## src/verilog/memctl_cfg.svh

```systemverilog
`ifndef MEMCTL_CFG_SVH
`define MEMCTL_CFG_SVH
// Register offsets (byte addresses on the register port)
`define OFS_REMAP_CTRL   8'h00
`define OFS_ABORT_STATUS 8'h04
`define OFS_ABORT_ADDR   8'h08
// Remap control field
`define BIT_REMAP_TOGGLE 0
// Abort status field positions
`define BIT_UNDEF        0
`define BIT_MISAL        1
`define LSB_SIZE         8
`define LSB_TYPE         10
`define BIT_SRC_DMA      16
`define BIT_SRC_CPU      17
`define BIT_STICKY_DMA   24
`define BIT_STICKY_CPU   25
// Top-level region codes (address bits 31:28)
`define REGION_INTMEM    4'h0
`define REGION_PERIPH    4'hF
// Internal memory windows (address bits 27:20)
`define WIN_AREA0        8'h00
`define WIN_FLASH        8'h01
`define WIN_SRAM         8'h02
`define WIN_NOABORT      8'h03
// Reset values
`define ABORT_ADDR_RST   32'h0000_0000
`define ABORT_STAT_RST   32'h0000_0000
`endif

```

## src/verilog/memctl_pkg.sv

```systemverilog
package memctl_pkg;
  // Transfer size as carried on the bus and stored on abort
  typedef enum logic [1:0] {
    SIZE_BYTE = 2'h0,
    SIZE_HALF = 2'h1,
    SIZE_WORD = 2'h2,
    SIZE_RSVD = 2'h3
  } xfer_size_t;
  // Access type as stored on abort
  typedef enum logic [1:0] {
    TYPE_DREAD  = 2'h0,
    TYPE_DWRITE = 2'h1,
    TYPE_FETCH  = 2'h2,
    TYPE_RSVD   = 2'h3
  } xfer_type_t;
  // Memory target selected by the decoder
  typedef enum logic [2:0] {
    TGT_FLASH  = 3'h0,
    TGT_SRAM   = 3'h1,
    TGT_PERIPH = 3'h2,
    TGT_QUIET  = 3'h3,
    TGT_NONE   = 3'h4
  } target_t;
endpackage

```

## src/verilog/addr_decoder.sv

```systemverilog
`timescale 1ns/1ps
`include "memctl_cfg.svh"
// Two-level decoder with boot-area remap and misalignment check.
module addr_decoder
  import memctl_pkg::*;
#(
  parameter int FLASH_AW = 18,  // Flash size as byte address bits
  parameter int SRAM_AW  = 16   // SRAM size as byte address bits
) (
  input  wire logic [31:0]    addr,       // Granted master address
  input  wire memctl_pkg::xfer_size_t size, // Transfer size
  input  wire logic           fetch,      // Instruction fetch
  input  wire logic           from_cpu,   // Access is from processor
  input  wire logic           remapped,   // Remap state
  output memctl_pkg::target_t target,     // Selected memory
  output logic [19:0]         offset,     // Offset inside memory
  output logic                undef,      // Undefined address
  output logic                misal       // Misaligned address
);
  // ==========================================================
  // Region and window fields
  logic [3:0] region;  // Top four address bits
  logic [7:0] window;  // Next eight bits inside internal area
  logic       check;   // Alignment check applies
  assign region = addr[31:28];
  assign window = addr[27:20];

  // ==========================================================
  // Target selection
  // Area 0 follows remap; originals stay reachable too
  always_comb begin
    target = TGT_NONE;
    if (region == `REGION_PERIPH) begin
      target = TGT_PERIPH;
    end else if (region == `REGION_INTMEM) begin
      unique case (window)
        `WIN_AREA0:   target = remapped ? TGT_SRAM : TGT_FLASH;
        `WIN_FLASH:   target = TGT_FLASH;
        `WIN_SRAM:    target = TGT_SRAM;
        `WIN_NOABORT: target = TGT_QUIET;
        default:      target = TGT_NONE;
      endcase
    end
  end
  assign undef = (target == TGT_NONE);

  // ==========================================================
  // Aliasing: drop bits above the memory size
  always_comb begin
    offset = addr[19:0];
    if (target == TGT_FLASH) begin
      offset = addr[19:0] & 20'((1 << FLASH_AW) - 1);
    end else if (target == TGT_SRAM) begin
      offset = addr[19:0] & 20'((1 << SRAM_AW) - 1);
    end
  end

  // ==========================================================
  // Misalignment; processor fetches exempt
  assign check = ~(fetch & from_cpu);
  assign misal = check &
                 (((size == SIZE_WORD) & (addr[1:0] != 2'h0)) |
                  ((size == SIZE_HALF) & addr[0]));
endmodule

```

## src/verilog/bus_arbiter.sv

```systemverilog
`timescale 1ns/1ps
// Fixed-priority two-master arbiter; DMA always wins.
module bus_arbiter (
  input  wire logic dma_req,   // DMA master requests
  input  wire logic cpu_req,   // Processor requests
  output logic      dma_gnt,   // DMA owns the bus
  output logic      cpu_gnt    // Processor owns the bus
);
  // ==========================================================
  // Grant logic
  // Hard-wired: no fairness, the processor can starve
  assign dma_gnt = dma_req;
  assign cpu_gnt = cpu_req & ~dma_req;
endmodule

```

## src/verilog/memory_controller.sv

```systemverilog
`timescale 1ns/1ps
`include "memctl_cfg.svh"
// What this block does
// DMA master beats processor, fixed priority
// Top four address bits pick region
// Undefined top regions answer abort
// Eight more bits pick 1-Mbyte windows
// Small memories alias across whole window
// Unallocated internal window answers abort
// Window 0x003xxxxx never aborts as undefined; misaligned word or halfword accesses there still abort
// Area 0 holds flash, SRAM after remap
// Area 0 memory stays at original window
// Writing one toggles remap; reset unmapped
// Little-endian byte order only
// Abort goes to every master
// Only busy processor heeds abort
// Capture full faulting address on abort
// Record size, type, cause, source
// Sticky per-master abort flags, clear on read
// Misaligned word or halfword aborts, cancelled
// Processor fetches skip alignment check
// Size and type field encodings fixed
// Source flags one bit per master
// New abort overwrites captured fields
module memory_controller
  import memctl_pkg::*;
#(
  parameter int FLASH_AW = 18,  // Flash byte address bits
  parameter int SRAM_AW  = 16   // SRAM byte address bits
) (
  input  wire logic               clk,          // System bus clock
  input  wire logic               srst,         // Sync reset, high
  // DMA master request
  input  wire logic               dma_req,      // Requests bus
  input  wire logic [31:0]        dma_addr,     // Address
  input  wire logic               dma_write,    // Write when high
  input  wire memctl_pkg::xfer_size_t dma_size, // Transfer size
  // Processor master request
  input  wire logic               cpu_req,      // Requests bus
  input  wire logic [31:0]        cpu_addr,     // Address
  input  wire logic               cpu_write,    // Write when high
  input  wire logic               cpu_fetch,    // Instruction fetch
  input  wire memctl_pkg::xfer_size_t cpu_size, // Transfer size
  // Bus result
  output logic                    dma_gnt,      // DMA owns bus
  output logic                    cpu_gnt,      // Processor owns bus
  output logic                    abort,        // Abort to all masters
  output memctl_pkg::target_t     mem_sel,      // Selected memory
  output logic                    mem_valid,    // Access goes ahead
  output logic [19:0]             mem_offset,   // Aliased offset
  output logic                    mem_write,    // Write strobe
  output memctl_pkg::xfer_size_t  mem_size,     // Size to memory
  output logic                    remap_state,  // Area 0 holds SRAM
  // Register port
  input  wire logic [7:0]         reg_addr,     // Byte address
  input  wire logic [31:0]        reg_wdata,    // Write data
  input  wire logic               reg_wr,       // Write strobe
  input  wire logic               reg_rd,       // Read strobe
  output logic [31:0]             reg_rdata     // Read data, next cycle
);
  // ==========================================================
  // Arbitration
  logic any_gnt;  // Some master owns the bus this cycle
  bus_arbiter u_arb (
    .dma_req (dma_req),
    .cpu_req (cpu_req),
    .dma_gnt (dma_gnt),
    .cpu_gnt (cpu_gnt)
  );
  assign any_gnt = dma_gnt | cpu_gnt;

  // ==========================================================
  // Granted-master mux
  // Only the processor fetches; DMA traffic is always data
  logic [31:0] sel_addr;   // Address of the owner
  logic        sel_write;  // Write of the owner
  logic        sel_fetch;  // Fetch of the owner
  xfer_size_t  sel_size;   // Size of the owner
  assign sel_addr  = dma_gnt ? dma_addr  : cpu_addr;
  assign sel_write = dma_gnt ? dma_write : cpu_write;
  assign sel_fetch = cpu_gnt & cpu_fetch & ~cpu_write;
  assign sel_size  = dma_gnt ? dma_size  : cpu_size;

  // ==========================================================
  // Decode
  logic        remapped;   // Remap toggle state
  target_t     dec_tgt;    // Decoder target
  logic [19:0] dec_off;    // Aliased offset
  logic        dec_undef;  // Undefined address
  logic        dec_misal;  // Misaligned address
  addr_decoder #(
    .FLASH_AW (FLASH_AW),
    .SRAM_AW  (SRAM_AW)
  ) u_dec (
    .addr     (sel_addr),
    .size     (sel_size),
    .fetch    (sel_fetch),
    .from_cpu (cpu_gnt),
    .remapped (remapped),
    .target   (dec_tgt),
    .offset   (dec_off),
    .undef    (dec_undef),
    .misal    (dec_misal)
  );

  // ==========================================================
  // Abort event
  logic abort_now;  // Faulting access in this cycle
  assign abort_now = any_gnt & (dec_undef | dec_misal);

  // ==========================================================
  // Bus outputs
  // Registered one cycle after the access; no big-endian swap
  // exists, offsets pass straight through
  always_ff @(posedge clk) begin
    if (srst) begin
      abort      <= 1'b0;
      mem_valid  <= 1'b0;
      mem_sel    <= TGT_NONE;
      mem_offset <= 20'h0_0000;
      mem_write  <= 1'b0;
      mem_size   <= SIZE_BYTE;
    end else begin
      abort      <= abort_now;
      mem_valid  <= any_gnt & ~abort_now;
      mem_sel    <= dec_tgt;
      mem_offset <= dec_off;
      mem_write  <= any_gnt & ~abort_now & sel_write;
      mem_size   <= sel_size;
    end
  end

  // ==========================================================
  // Register decode
  logic hit_remap;   // Remap control addressed
  logic hit_status;  // Abort status addressed
  logic hit_addr;    // Abort address addressed
  assign hit_remap  = (reg_addr == `OFS_REMAP_CTRL);
  assign hit_status = (reg_addr == `OFS_ABORT_STATUS);
  assign hit_addr   = (reg_addr == `OFS_ABORT_ADDR);

  logic toggle;      // Write of one to the toggle bit
  logic stat_read;   // Abort status is being read
  assign toggle    = reg_wr & hit_remap &
                     reg_wdata[`BIT_REMAP_TOGGLE];
  assign stat_read = reg_rd & hit_status;

  // ==========================================================
  // Remap state
  always_ff @(posedge clk) begin
    if (srst) begin
      remapped <= 1'b0;
    end else if (toggle) begin
      remapped <= ~remapped;
    end
  end
  assign remap_state = remapped;

  // ==========================================================
  // Abort record
  logic [31:0] abt_addr;    // Last faulting address
  xfer_size_t  abt_size;    // Last faulting size
  xfer_type_t  abt_type;    // Last faulting type
  logic        abt_undef;   // Last cause undefined
  logic        abt_misal;   // Last cause misaligned
  logic        abt_dma;     // Last source DMA
  logic        abt_cpu;     // Last source processor
  xfer_type_t  cur_type;    // Type of current access
  assign cur_type = sel_fetch ? TYPE_FETCH :
                    (sel_write ? TYPE_DWRITE : TYPE_DREAD);

  // Overwrites on each abort, latest wins
  always_ff @(posedge clk) begin
    if (srst) begin
      abt_addr  <= `ABORT_ADDR_RST;
      abt_size  <= SIZE_BYTE;
      abt_type  <= TYPE_DREAD;
      abt_undef <= 1'b0;
      abt_misal <= 1'b0;
      abt_dma   <= 1'b0;
      abt_cpu   <= 1'b0;
    end else if (abort_now) begin
      abt_addr  <= sel_addr;
      abt_size  <= sel_size;
      abt_type  <= cur_type;
      abt_undef <= dec_undef;
      abt_misal <= dec_misal;
      abt_dma   <= dma_gnt;
      abt_cpu   <= cpu_gnt;
    end
  end

  // ==========================================================
  // Sticky per-master flags
  // Set wins over the read clear so no abort is lost
  logic sticky_dma;  // DMA aborted since last read
  logic sticky_cpu;  // Processor aborted since last read
  always_ff @(posedge clk) begin
    if (srst) begin
      sticky_dma <= 1'b0;
      sticky_cpu <= 1'b0;
    end else begin
      sticky_dma <= (abort_now & dma_gnt) |
                    (sticky_dma & ~stat_read);
      sticky_cpu <= (abort_now & cpu_gnt) |
                    (sticky_cpu & ~stat_read);
    end
  end

  // ==========================================================
  // Read data
  logic [31:0] status_word;  // Abort status assembled
  always_comb begin
    status_word = `ABORT_STAT_RST;
    status_word[`BIT_UNDEF]            = abt_undef;
    status_word[`BIT_MISAL]            = abt_misal;
    status_word[`LSB_SIZE +: 2]        = abt_size;
    status_word[`LSB_TYPE +: 2]        = abt_type;
    status_word[`BIT_SRC_DMA]          = abt_dma;
    status_word[`BIT_SRC_CPU]          = abt_cpu;
    status_word[`BIT_STICKY_DMA]       = sticky_dma;
    status_word[`BIT_STICKY_CPU]       = sticky_cpu;
  end

  logic [31:0] next_rdata;  // Selected read value
  // Remap control is write-only, unmapped reads give zero
  assign next_rdata = hit_status ? status_word :
                      (hit_addr ? abt_addr : 32'h0000_0000);

  always_ff @(posedge clk) begin
    if (srst) begin
      reg_rdata <= 32'h0000_0000;
    end else if (reg_rd) begin
      reg_rdata <= next_rdata;
    end else begin
      reg_rdata <= 32'h0000_0000;
    end
  end
endmodule
```

## config.mk

```make
export PLATFORM = sky130hd
export DESIGN_NAME = memory_controller
export DESIGN_NICKNAME = d
export VERILOG_FILES = /design/src/verilog/memctl_pkg.sv /design/src/verilog/addr_decoder.sv /design/src/verilog/bus_arbiter.sv /design/src/verilog/memory_controller.sv
export VERILOG_INCLUDE_DIRS = /design/src /design/src/verilog
export SDC_FILE = /design/constraint.sdc
export NUM_CORES = 1
export LEC_CHECK = 0
export BUFFER_PORTS_ARGS = -buffer_cell sky130_fd_sc_hd__buf_4
export CAP_MARGIN = 20
export CORE_UTILIZATION = 50
export CTS_CLUSTER_DIAMETER = 30
export CTS_CLUSTER_SIZE = 25
export DETAILED_ROUTE_END_ITERATION = 12
export GPL_TIMING_DRIVEN = 0
export PLACE_DENSITY = 0.94
export SLEW_MARGIN = 20
export SYNTH_ARGS = -nofsm -noshare
export SYNTH_HDL_FRONTEND = slang
export SYNTH_SLANG_ARGS = --single-unit
```

## constraint.sdc

```tcl
create_clock -name clk -period 3.2 [get_ports clk]
set_input_delay 0.32 -clock clk [delete_from_list [all_inputs] [get_ports clk]]
set_output_delay 0.32 -clock clk [all_outputs]
set_load 0.02 [all_outputs]
```

Word-level counts from Yosys, hierarchy flattened
Index checks and enable logic that the tools add are counted.
{ "word_totals": {"regBits": 103, "in_bits": 117, "out_inout_bits": 63, "elab_cells": 80} }
{ "op_classes": {"eq_ne": 10, "mux": 13, "bitwise": 30, "n_reduce_logical": 8} }
{ "op_table": {"columns": ["op", "n"], "rows": [
  ["$mux W26", 2],
  ["$mux W18", 2],
  ["$mux W32", 1],
  ["$and A1 B1 Y1", 17],
  ["$eq A8 B2 Y1 const B", 2],
  ["$logic_not A8 Y1", 2],
  ["$pmux W3 S4", 1],
  ["$eq A8 B1 Y1 const B", 1],
  ["$eq A8 B3 Y1 const B", 1],
  ["$eq A8 B4 Y1 const B", 1],
  ["$not A1 Y1", 8],
  ["$mux W3", 2],
  ["$or A1 B1 Y1", 5],
  ["$eq A4 B4 Y1 const B", 1],
  ["$logic_not A4 Y1", 1],
  ["$mux W2", 2],
  ["$reduce_or A4 Y1", 1],
  ["$eq A3 B1 Y1 const B", 1],
  ["$eq A3 B3 Y1 const B", 1],
  ["$logic_not A3 Y1", 1],
  ["$mux W1", 3],
  ["$reduce_or A3 Y1", 1],
  ["$eq A2 B1 Y1 const B", 1],
  ["$eq A2 B2 Y1 const B", 1],
  ["other kinds (2)", 2]
]} }

Longest topological paths before layout
Gate-level depths: netlist (run 1).
{ "depth": {"depth_word": 12, "depth_mapped": 8, "depth_no_buf": 5} }

Modules after synthesis
A second synthesis (run 1) with hierarchy kept.
{ "hier_totals": {"hier_cells": 418, "area_unflattened_um2": 4018.9} }
{ "modules_own_cells": {"columns": ["module", "instances", "cells_per_inst", "area_per_inst_um2", "seq_area_each_um2"], "rows": [
  ["memory_controller", 1, 378, 3732.3, 2062.0],
  ["addr_decoder", 1, 38, 265.3, 0.0],
  ["bus_arbiter", 1, 2, 21.3, 0.0]
]} }

Least setup slack after synthesis (run 1)
No wires, ideal clock.
{ "synth_timing": {"path_kind": "input-to-reg", "startpoint": "input dma_req", "endpoint": "register abt_addr[0]", "setup_time_ns": 0.123, "arrival_ns": 1.734, "t_required_ns": 3.077, "setup_slack_ns": 1.343, "cell_stages": 6, "path_buffers": 1, "cell_sequence": "and2b_2 nand3b_2 a32o_2 a22oi_1 buf_4 mux2_1"} }
{ "synth_between": {"elab_chain_cells": 9, "word_cells_on_any_way": 28, "cone_classes": "7 x eq/ne; 5 x mux; 13 x bitwise; 3 x reduce/logical"} }
{ "synth_lines": {"columns": ["element", "line_no", "source"], "rows": [
  ["start, declared", "memory_controller.sv:34", "input wire logic dma_req,"],
  ["branches (longest 9 deep; another with $mux W32)", null, null],
  ["end signal, assigned", "memory_controller.sv:175", "abt_addr <= `ABORT_ADDR_RST;"],
  ["end signal, assigned", "memory_controller.sv:183", "abt_addr <= sel_addr;"],
  ["end, declared", "memory_controller.sv:161", "logic [31:0] abt_addr;"]
]} }
Parallel ways; which one is timed is not known.
A chain may end at the register's enable or synchronous reset.

Final worst setup path (run 1)
{ "layout_timing": {"startpoint": "input dma_req", "endpoint": "register abt_addr[25]"} }
The elaborated chain is that of the path after synthesis.

==> reports/metrics.yaml, run 1 <==
status: "finished, final reports clean"
syn-cell-area_um2: 4020
post_synth_xor_area_fraction: 0.00436
slew_violations: 0
cts_resized: 0
drt_iter0_markers: 285
syn_area_per_cell_um2: 10.9
gr-usage-all-layers: 0.264
rows: 32
hp-class: "primary input to flop"
synth_top_area_share: 0.513
clock.fmax_ghz: 0.537
antenna_found_initial: 0
root_buffer: "clkbuf_8"
whs_path_depth: 3
path_class: "primary input to flop"
total_power_uw: 2530
dp_hpwl_mm: 8.40
path_buf_inv: 4
clk_pin_slew_ns: 0.10
drtAntennaViolNets: 0
core_area_um2: 7770
nets: 645
post-cts-setup-buffers: 0
cts_inserted_buffers: 9
required_ns: 3.42
drive_above_1_share: 0.371
yosysTopAreaCell: "dfxtp_1"
gp_congestion: 0.858
clk-insertion-delay-late_ns: 0.36
syn2layout_area_growth_pct: 35.3
die_x_um: 91.6
crit_chain: "buf_4, buf_4, nor3_1, nand3_1, and2_1, buf_4, buf_6, a221oi_1, a211oi_2"
max-slew-margin-rel: 0.536
clock-sinks: 103
boundaryPins: 180
ys.flop_type: "dfxtp_1"
synthSimpleGateAreaFrac: 0.156
tightest_slew_ns: 0.696
layout_common_cells: "buf_4, dfxtp_1, mux2i_1"
grt_setup_unrepaired: "false"
synth_top_family_by_area: "simple AND/OR/NAND/NOR gates"
final_hold_viol_count: 0
tritoncts: "built"
grt_pass1_vias: 3730
drtPass1Iterations: 4
dieArea_um2: 8400
layout_commonest_cell: "buf_4"
worstSetupEndpointType: "flop"
vias_per_cell: 5.66
routedWlPerCell_um: 17.5
routed_wl_mm: 11.1
critPathTopFamily: "simple AND/OR/NAND/NOR gates"
ff2ff_path_depth: 4
syn_nets: 486
cap_violations: 0
syn_inst: 369
clockBufferDepth: 2
vias: 3595
ys_seq_area_frac: 0.513
irDropWorstVdd_mv: 0.249
start_util: 0.517
crit_path_frequent_cell: "buf_4"
ctsHoldBuffers: 0
drc_errors: 0
synth-compound-area-share: 0.146
setup_viol_count_final: 0
power_leakage_uw: 0.00251
synthAdderAreaFrac: 0
cp-start-kind: "primary input"
diodes: 0
ys_warn_count: 0
pwr_density_cell_nw_per_um2: 466
grt_overflow_total: 0
synth-edff-count: 0
fin_crit_ns: 1.86
yosys-top-cells-area: "dfxtp_1, mux2i_1, mux2_1"
skew_ns: 0.00883
cp.depth: 9
setup_tns_ns: 0
dieHeight_um: 91.6
finalCritPeriodShare: 0.582
nFillCells: 573
crit_fanout: 10
synth_mux_area_frac: 0.135
ys_types: 47
max_stage_delay_ns: 0.42
grt_start_max_net_pins: 19
grt_pass1_wl_mm: 17.3
arrival_ns: 2.09
async_flop_share: 0
io_buffers: 148
slowest_stage: "a221oi_1"
synth_seq_cells: 103
htreeDepth: 3
[worst paths after layout]
check                     from              to  slack, ns
hold reg to reg   abt_addr[15]   reg_rdata[15]       0.45
hold / removal    cpu_addr[12]  mem_offset[12]       0.22
setup reg to reg   remap_state  mem_offset[17]       2.11
setup / recovery       dma_req    abt_addr[25]       1.34
[synthesized netlist by cell type (all sizes together), types with 5 or more instances]
library cell / n
dfxtp: 103
mux2i: 34
nor2: 29
and2: 23
nor2b: 23
a221oi: 18
buf: 18
mux2: 18
a211oi: 17
a22o: 11
clkbuf: 11
nand2: 8
nor4: 6
nor3: 5
[worst reg2reg max path, delay by kind of cell (launching register included)]
| kind | cells | cell delay [ns] |
|---|---|---|
| flops | 1 | 0.37 |
| compound gates | 2 | 0.40 |
| simple gates | 2 | 0.26 |
[power by group]
group          leakage (uW)  internal (uW)  switching, uW
combinational       0.00158            195            200
sequential         0.000847           1350           30.5
clock             0.0000850            294            464
total               0.00251           1840            695
[registers in the layout, summed over array words and instances, names as in the netlist, 2 cells and up]
register,flops
abt_addr,32
reg_rdata,32
mem_offset,20
mem_sel,3
abt_size,2
abt_type,2
mem_size,2
[stage by stage]
step | hold slack (ns) | utilization | std cells | instance area [um^2] | setup WS [ns]
final | 0.221 | 0.700 | 635 | 5440 | 1.34
after global routing | 0.248 | 0.700 | 635 | 5440 | 1.27
after global placement | 0.429 | 0.677 | 619 | 5260 | 1.07
after CTS | 0.228 | 0.700 | 635 | 5440 | 1.38
after detailed placement | 0.433 | 0.677 | 619 | 5260 | 0.990
after floorplan | 0.421 | - | 369 | 4020 | 1.34
[final cells by class]
| type | instances | area [um^2] | share of cell area |
|---|---|---|---|
| plain buffers | 29 | 166 | 0.0306 |
| clock buffers | 10 | 128 | 0.0235 |
| clock inverters | 6 | 52.6 | 0.00967 |
| inverters | 3 | 11.3 | 0.00207 |
| multi-input cells | 234 | 1780 | 0.327 |
| flip-flops and latches | 103 | 2060 | 0.379 |
| well taps | 102 | 128 | 0.0235 |
| repair buffers | 148 | 1110 | 0.204 |
[cells by family after synthesis]
logic type / count (synthesis)
simple gates: 112
flops: 103
compound gates: 68
mux: 52
buf+inv: 32
xor+xnor: 2
[per-layer routing]
layer,share of wire,up-vias,GRT usage
li1,-,1644,-
met1,0.39,1729,0.294
met2,0.52,177,0.471
met3,0.055,45,0.0415
met4,0.040,0,0.159
met5,0,-,0
No activity file was read; power rests on OpenSTA's default activity.
==> run 2: changes to the inputs <==
--- a/config.mk
+++ b/config.mk
@@ -8,12 +8,12 @@
 export LEC_CHECK = 0
 export BUFFER_PORTS_ARGS = -buffer_cell sky130_fd_sc_hd__buf_4
 export CAP_MARGIN = 20
-export CORE_UTILIZATION = 50
+export CORE_UTILIZATION = 42
 export CTS_CLUSTER_DIAMETER = 30
 export CTS_CLUSTER_SIZE = 25
 export DETAILED_ROUTE_END_ITERATION = 12
 export GPL_TIMING_DRIVEN = 0
-export PLACE_DENSITY = 0.94
+export PLACE_DENSITY = 0.85
 export SLEW_MARGIN = 20
 export SYNTH_ARGS = -nofsm -noshare
 export SYNTH_HDL_FRONTEND = slang
==> constraint.sdc (replaced) <==
create_clock -name clk -period 1.6 [get_ports clk]
set_input_delay 0.16 -clock clk [delete_from_list [all_inputs] [get_ports clk]]
set_output_delay 0.16 -clock clk [all_outputs]
set_load 0.02 [all_outputs]
==> run 2 against run 1 <==
Against the previous run: worst hold slack lost 0.16 ns; power grew 100%; core utilization shrank 9.7 points; setup slack lost 1.3 ns; sequential power grew 100%; sequential share of layout area shrank 0.93 points; cell area grew 2.5%; clock power grew 95%; clock skew shrank 0.0013 ns; critical path type unchanged; largest power group unchanged.
==> reports/metrics.yaml, run 2 (synthesis results as in run 1) <==
status: "finished, final reports clean"
grt_start_max_net_pins: 18  # -1
fin_util: 0.603  # -0.0968
drtAntennaViolNets: 0  # unchanged
multi_input_area_um2: 1850  # +4.2%
vias_per_cell: 5.25  # -7.2%
vias: 3489  # -2.9%
htreeDepth: 3  # unchanged
routed_wl_mm: 10.8  # -2.4%
power_leakage_uw: 0.00257  # +2.5%
whs_path_depth: 3  # unchanged
pre_cts_ws_ns: -0.504  # -1.49 ns
core_area_um2: 9240  # +19%
syn2layout_area_growth_pct: 38.7
clk-insertion-delay-late_ns: 0.36  # about the same
cp-start-kind: "primary input"
setup_ws_ns: 0.0428  # -1.29 ns
top_regs: "abt_addr x32, reg_rdata x32, mem_offset x20"
nets: 647  # +0.31%
crit_fanout: 10  # unchanged
required_ns: 1.85  # -1.57 ns
irDropWorstVdd_mv: 0.562  # +130%
die_x_um: 99.8  # +8.9%
grt_pass1_vias: 3487  # -6.5%
gp_congestion: 0.932  # +8.7%
ctsHoldBuffers: 0  # unchanged
finalCritPeriodShare: 0.973
nFillCells: 772  # +35%
hp-class: "primary input to flop"
setup_tns_ns: 0  # unchanged
skew_ns: 0.00757  # -0.00126 ns
pwr_density_cell_nw_per_um2: 907  # +95%
start_util: 0.435  # -0.0824
dp.cells: 646  # +4.4%
arrival_ns: 1.80  # -0.29 ns
tritoncts: "built"
layout_common_cells: "buf_4, dfxtp_1, mux2i_1"
final_hold_viol_count: 0  # unchanged
slew_violations: 0  # unchanged
drc_errors: 0  # unchanged
worstSetupEndpointType: "flop"
dp_hpwl_mm: 8.02  # -4.5%
max-slew-margin-rel: 0.558  # +0.0217
io_buffers: 148  # unchanged
final_cells: 664  # +4.6%
antenna_found_initial: 0  # unchanged
routedWlPerCell_um: 16.3  # -6.6%
clock.fmax_ghz: 0.642
cts_inserted_buffers: 9  # unchanged
drtPass1Iterations: 4  # unchanged
clk_pin_slew_ns: 0.10  # about the same
setup_viol_count_final: 0  # unchanged
boundaryPins: 180  # unchanged
root_buffer: "clkbuf_8"
drive_above_1_share: 0.400  # +0.0285
cap_violations: 0  # unchanged
fin_crit_ns: 1.56
drt_iter0_markers: 105  # -63%
path_class: "primary input to flop"
diodes: 0  # unchanged
layout_commonest_cell: "buf_4"
clockBufferDepth: 2  # unchanged
dieHeight_um: 99.8  # +8.9%
clock-sinks: 103  # unchanged
gr-usage-all-layers: 0.216  # -0.0477
dieArea_um2: 9960  # +19%
grt_pass1_wl_mm: 16.8  # -3.2%
tightest_slew_ns: 0.663  # -0.0325 ns
rows: 35  # +9.4%
ff2ff_path_depth: 4  # unchanged
grt_overflow_total: 0  # unchanged
seq_area_um2: 2060  # unchanged
[run 2: what timing repair did]
item | in CTS | in global routing
cloned | 0 | 1
buffers inserted | 0 | 1
gates resized for setup | 2 | 19
pin swaps | 0 | 0
endpoints found under the setup margin | 24 | 50
[run 2: critical path: stages]
cell and delay [ns]:
buf_4 0.11, buf_6 0.15, nor3b_4 0.20, nand3_1 0.17, and2_4 0.22, a22oi_2 0.14
buf_4 0.17, buf_6 0.16, mux2_1 0.33
[run 2: layer usage]
layer	GRT usage	share of wire
met5	0	0
met4	0.101	0.029
met3	0.0327	0.059
met2	0.369	0.48
met1	0.268	0.43
[run 2: where the power goes]
part | switching (uW) | total [uW] | internal, uW
clock network | 904 | 1480 | 579
registers | 57.3 | 2760 | 2700
logic | 406 | 817 | 411
total | 1370 | 5060 | 3690
[run 2: cell type report]
| type | count | share of cell area |
|---|---|---|
| Multi-Input combinational cell | 234 | 0.332 |
| Sequential cell | 103 | 0.370 |
| Inverter | 3 | 0.00202 |
| Tap cell | 129 | 0.0290 |
| Buffer | 29 | 0.0328 |
| Clock inverter | 6 | 0.00808 |
| Timing Repair Buffer | 150 | 0.203 |
| Clock buffer | 10 | 0.0229 |
[run 2: final timing paths]
kind / endpoint / slack [ns] / from
max: abt_addr[11] / 0.04 / dma_req
min: mem_offset[5] / 0.06 / cpu_addr[5]
max reg2reg: mem_offset[17] / 0.44 / remap_state
min reg2reg: reg_rdata[15] / 0.45 / abt_addr[15]
[run 2: through the flow]
stage | hold WS, ns | total power (uW) | area (um^2)
final | 0.0630 | 5060 | 5570
after global routing | 0.0779 | 5250 | 5570
after CTS | 0.0617 | 5050 | 5500
after detailed placement | 0.435 | 3600 | 5320
after global placement | 0.428 | 3580 | 5320
after floorplan | 0.324 | 3240 | 4040
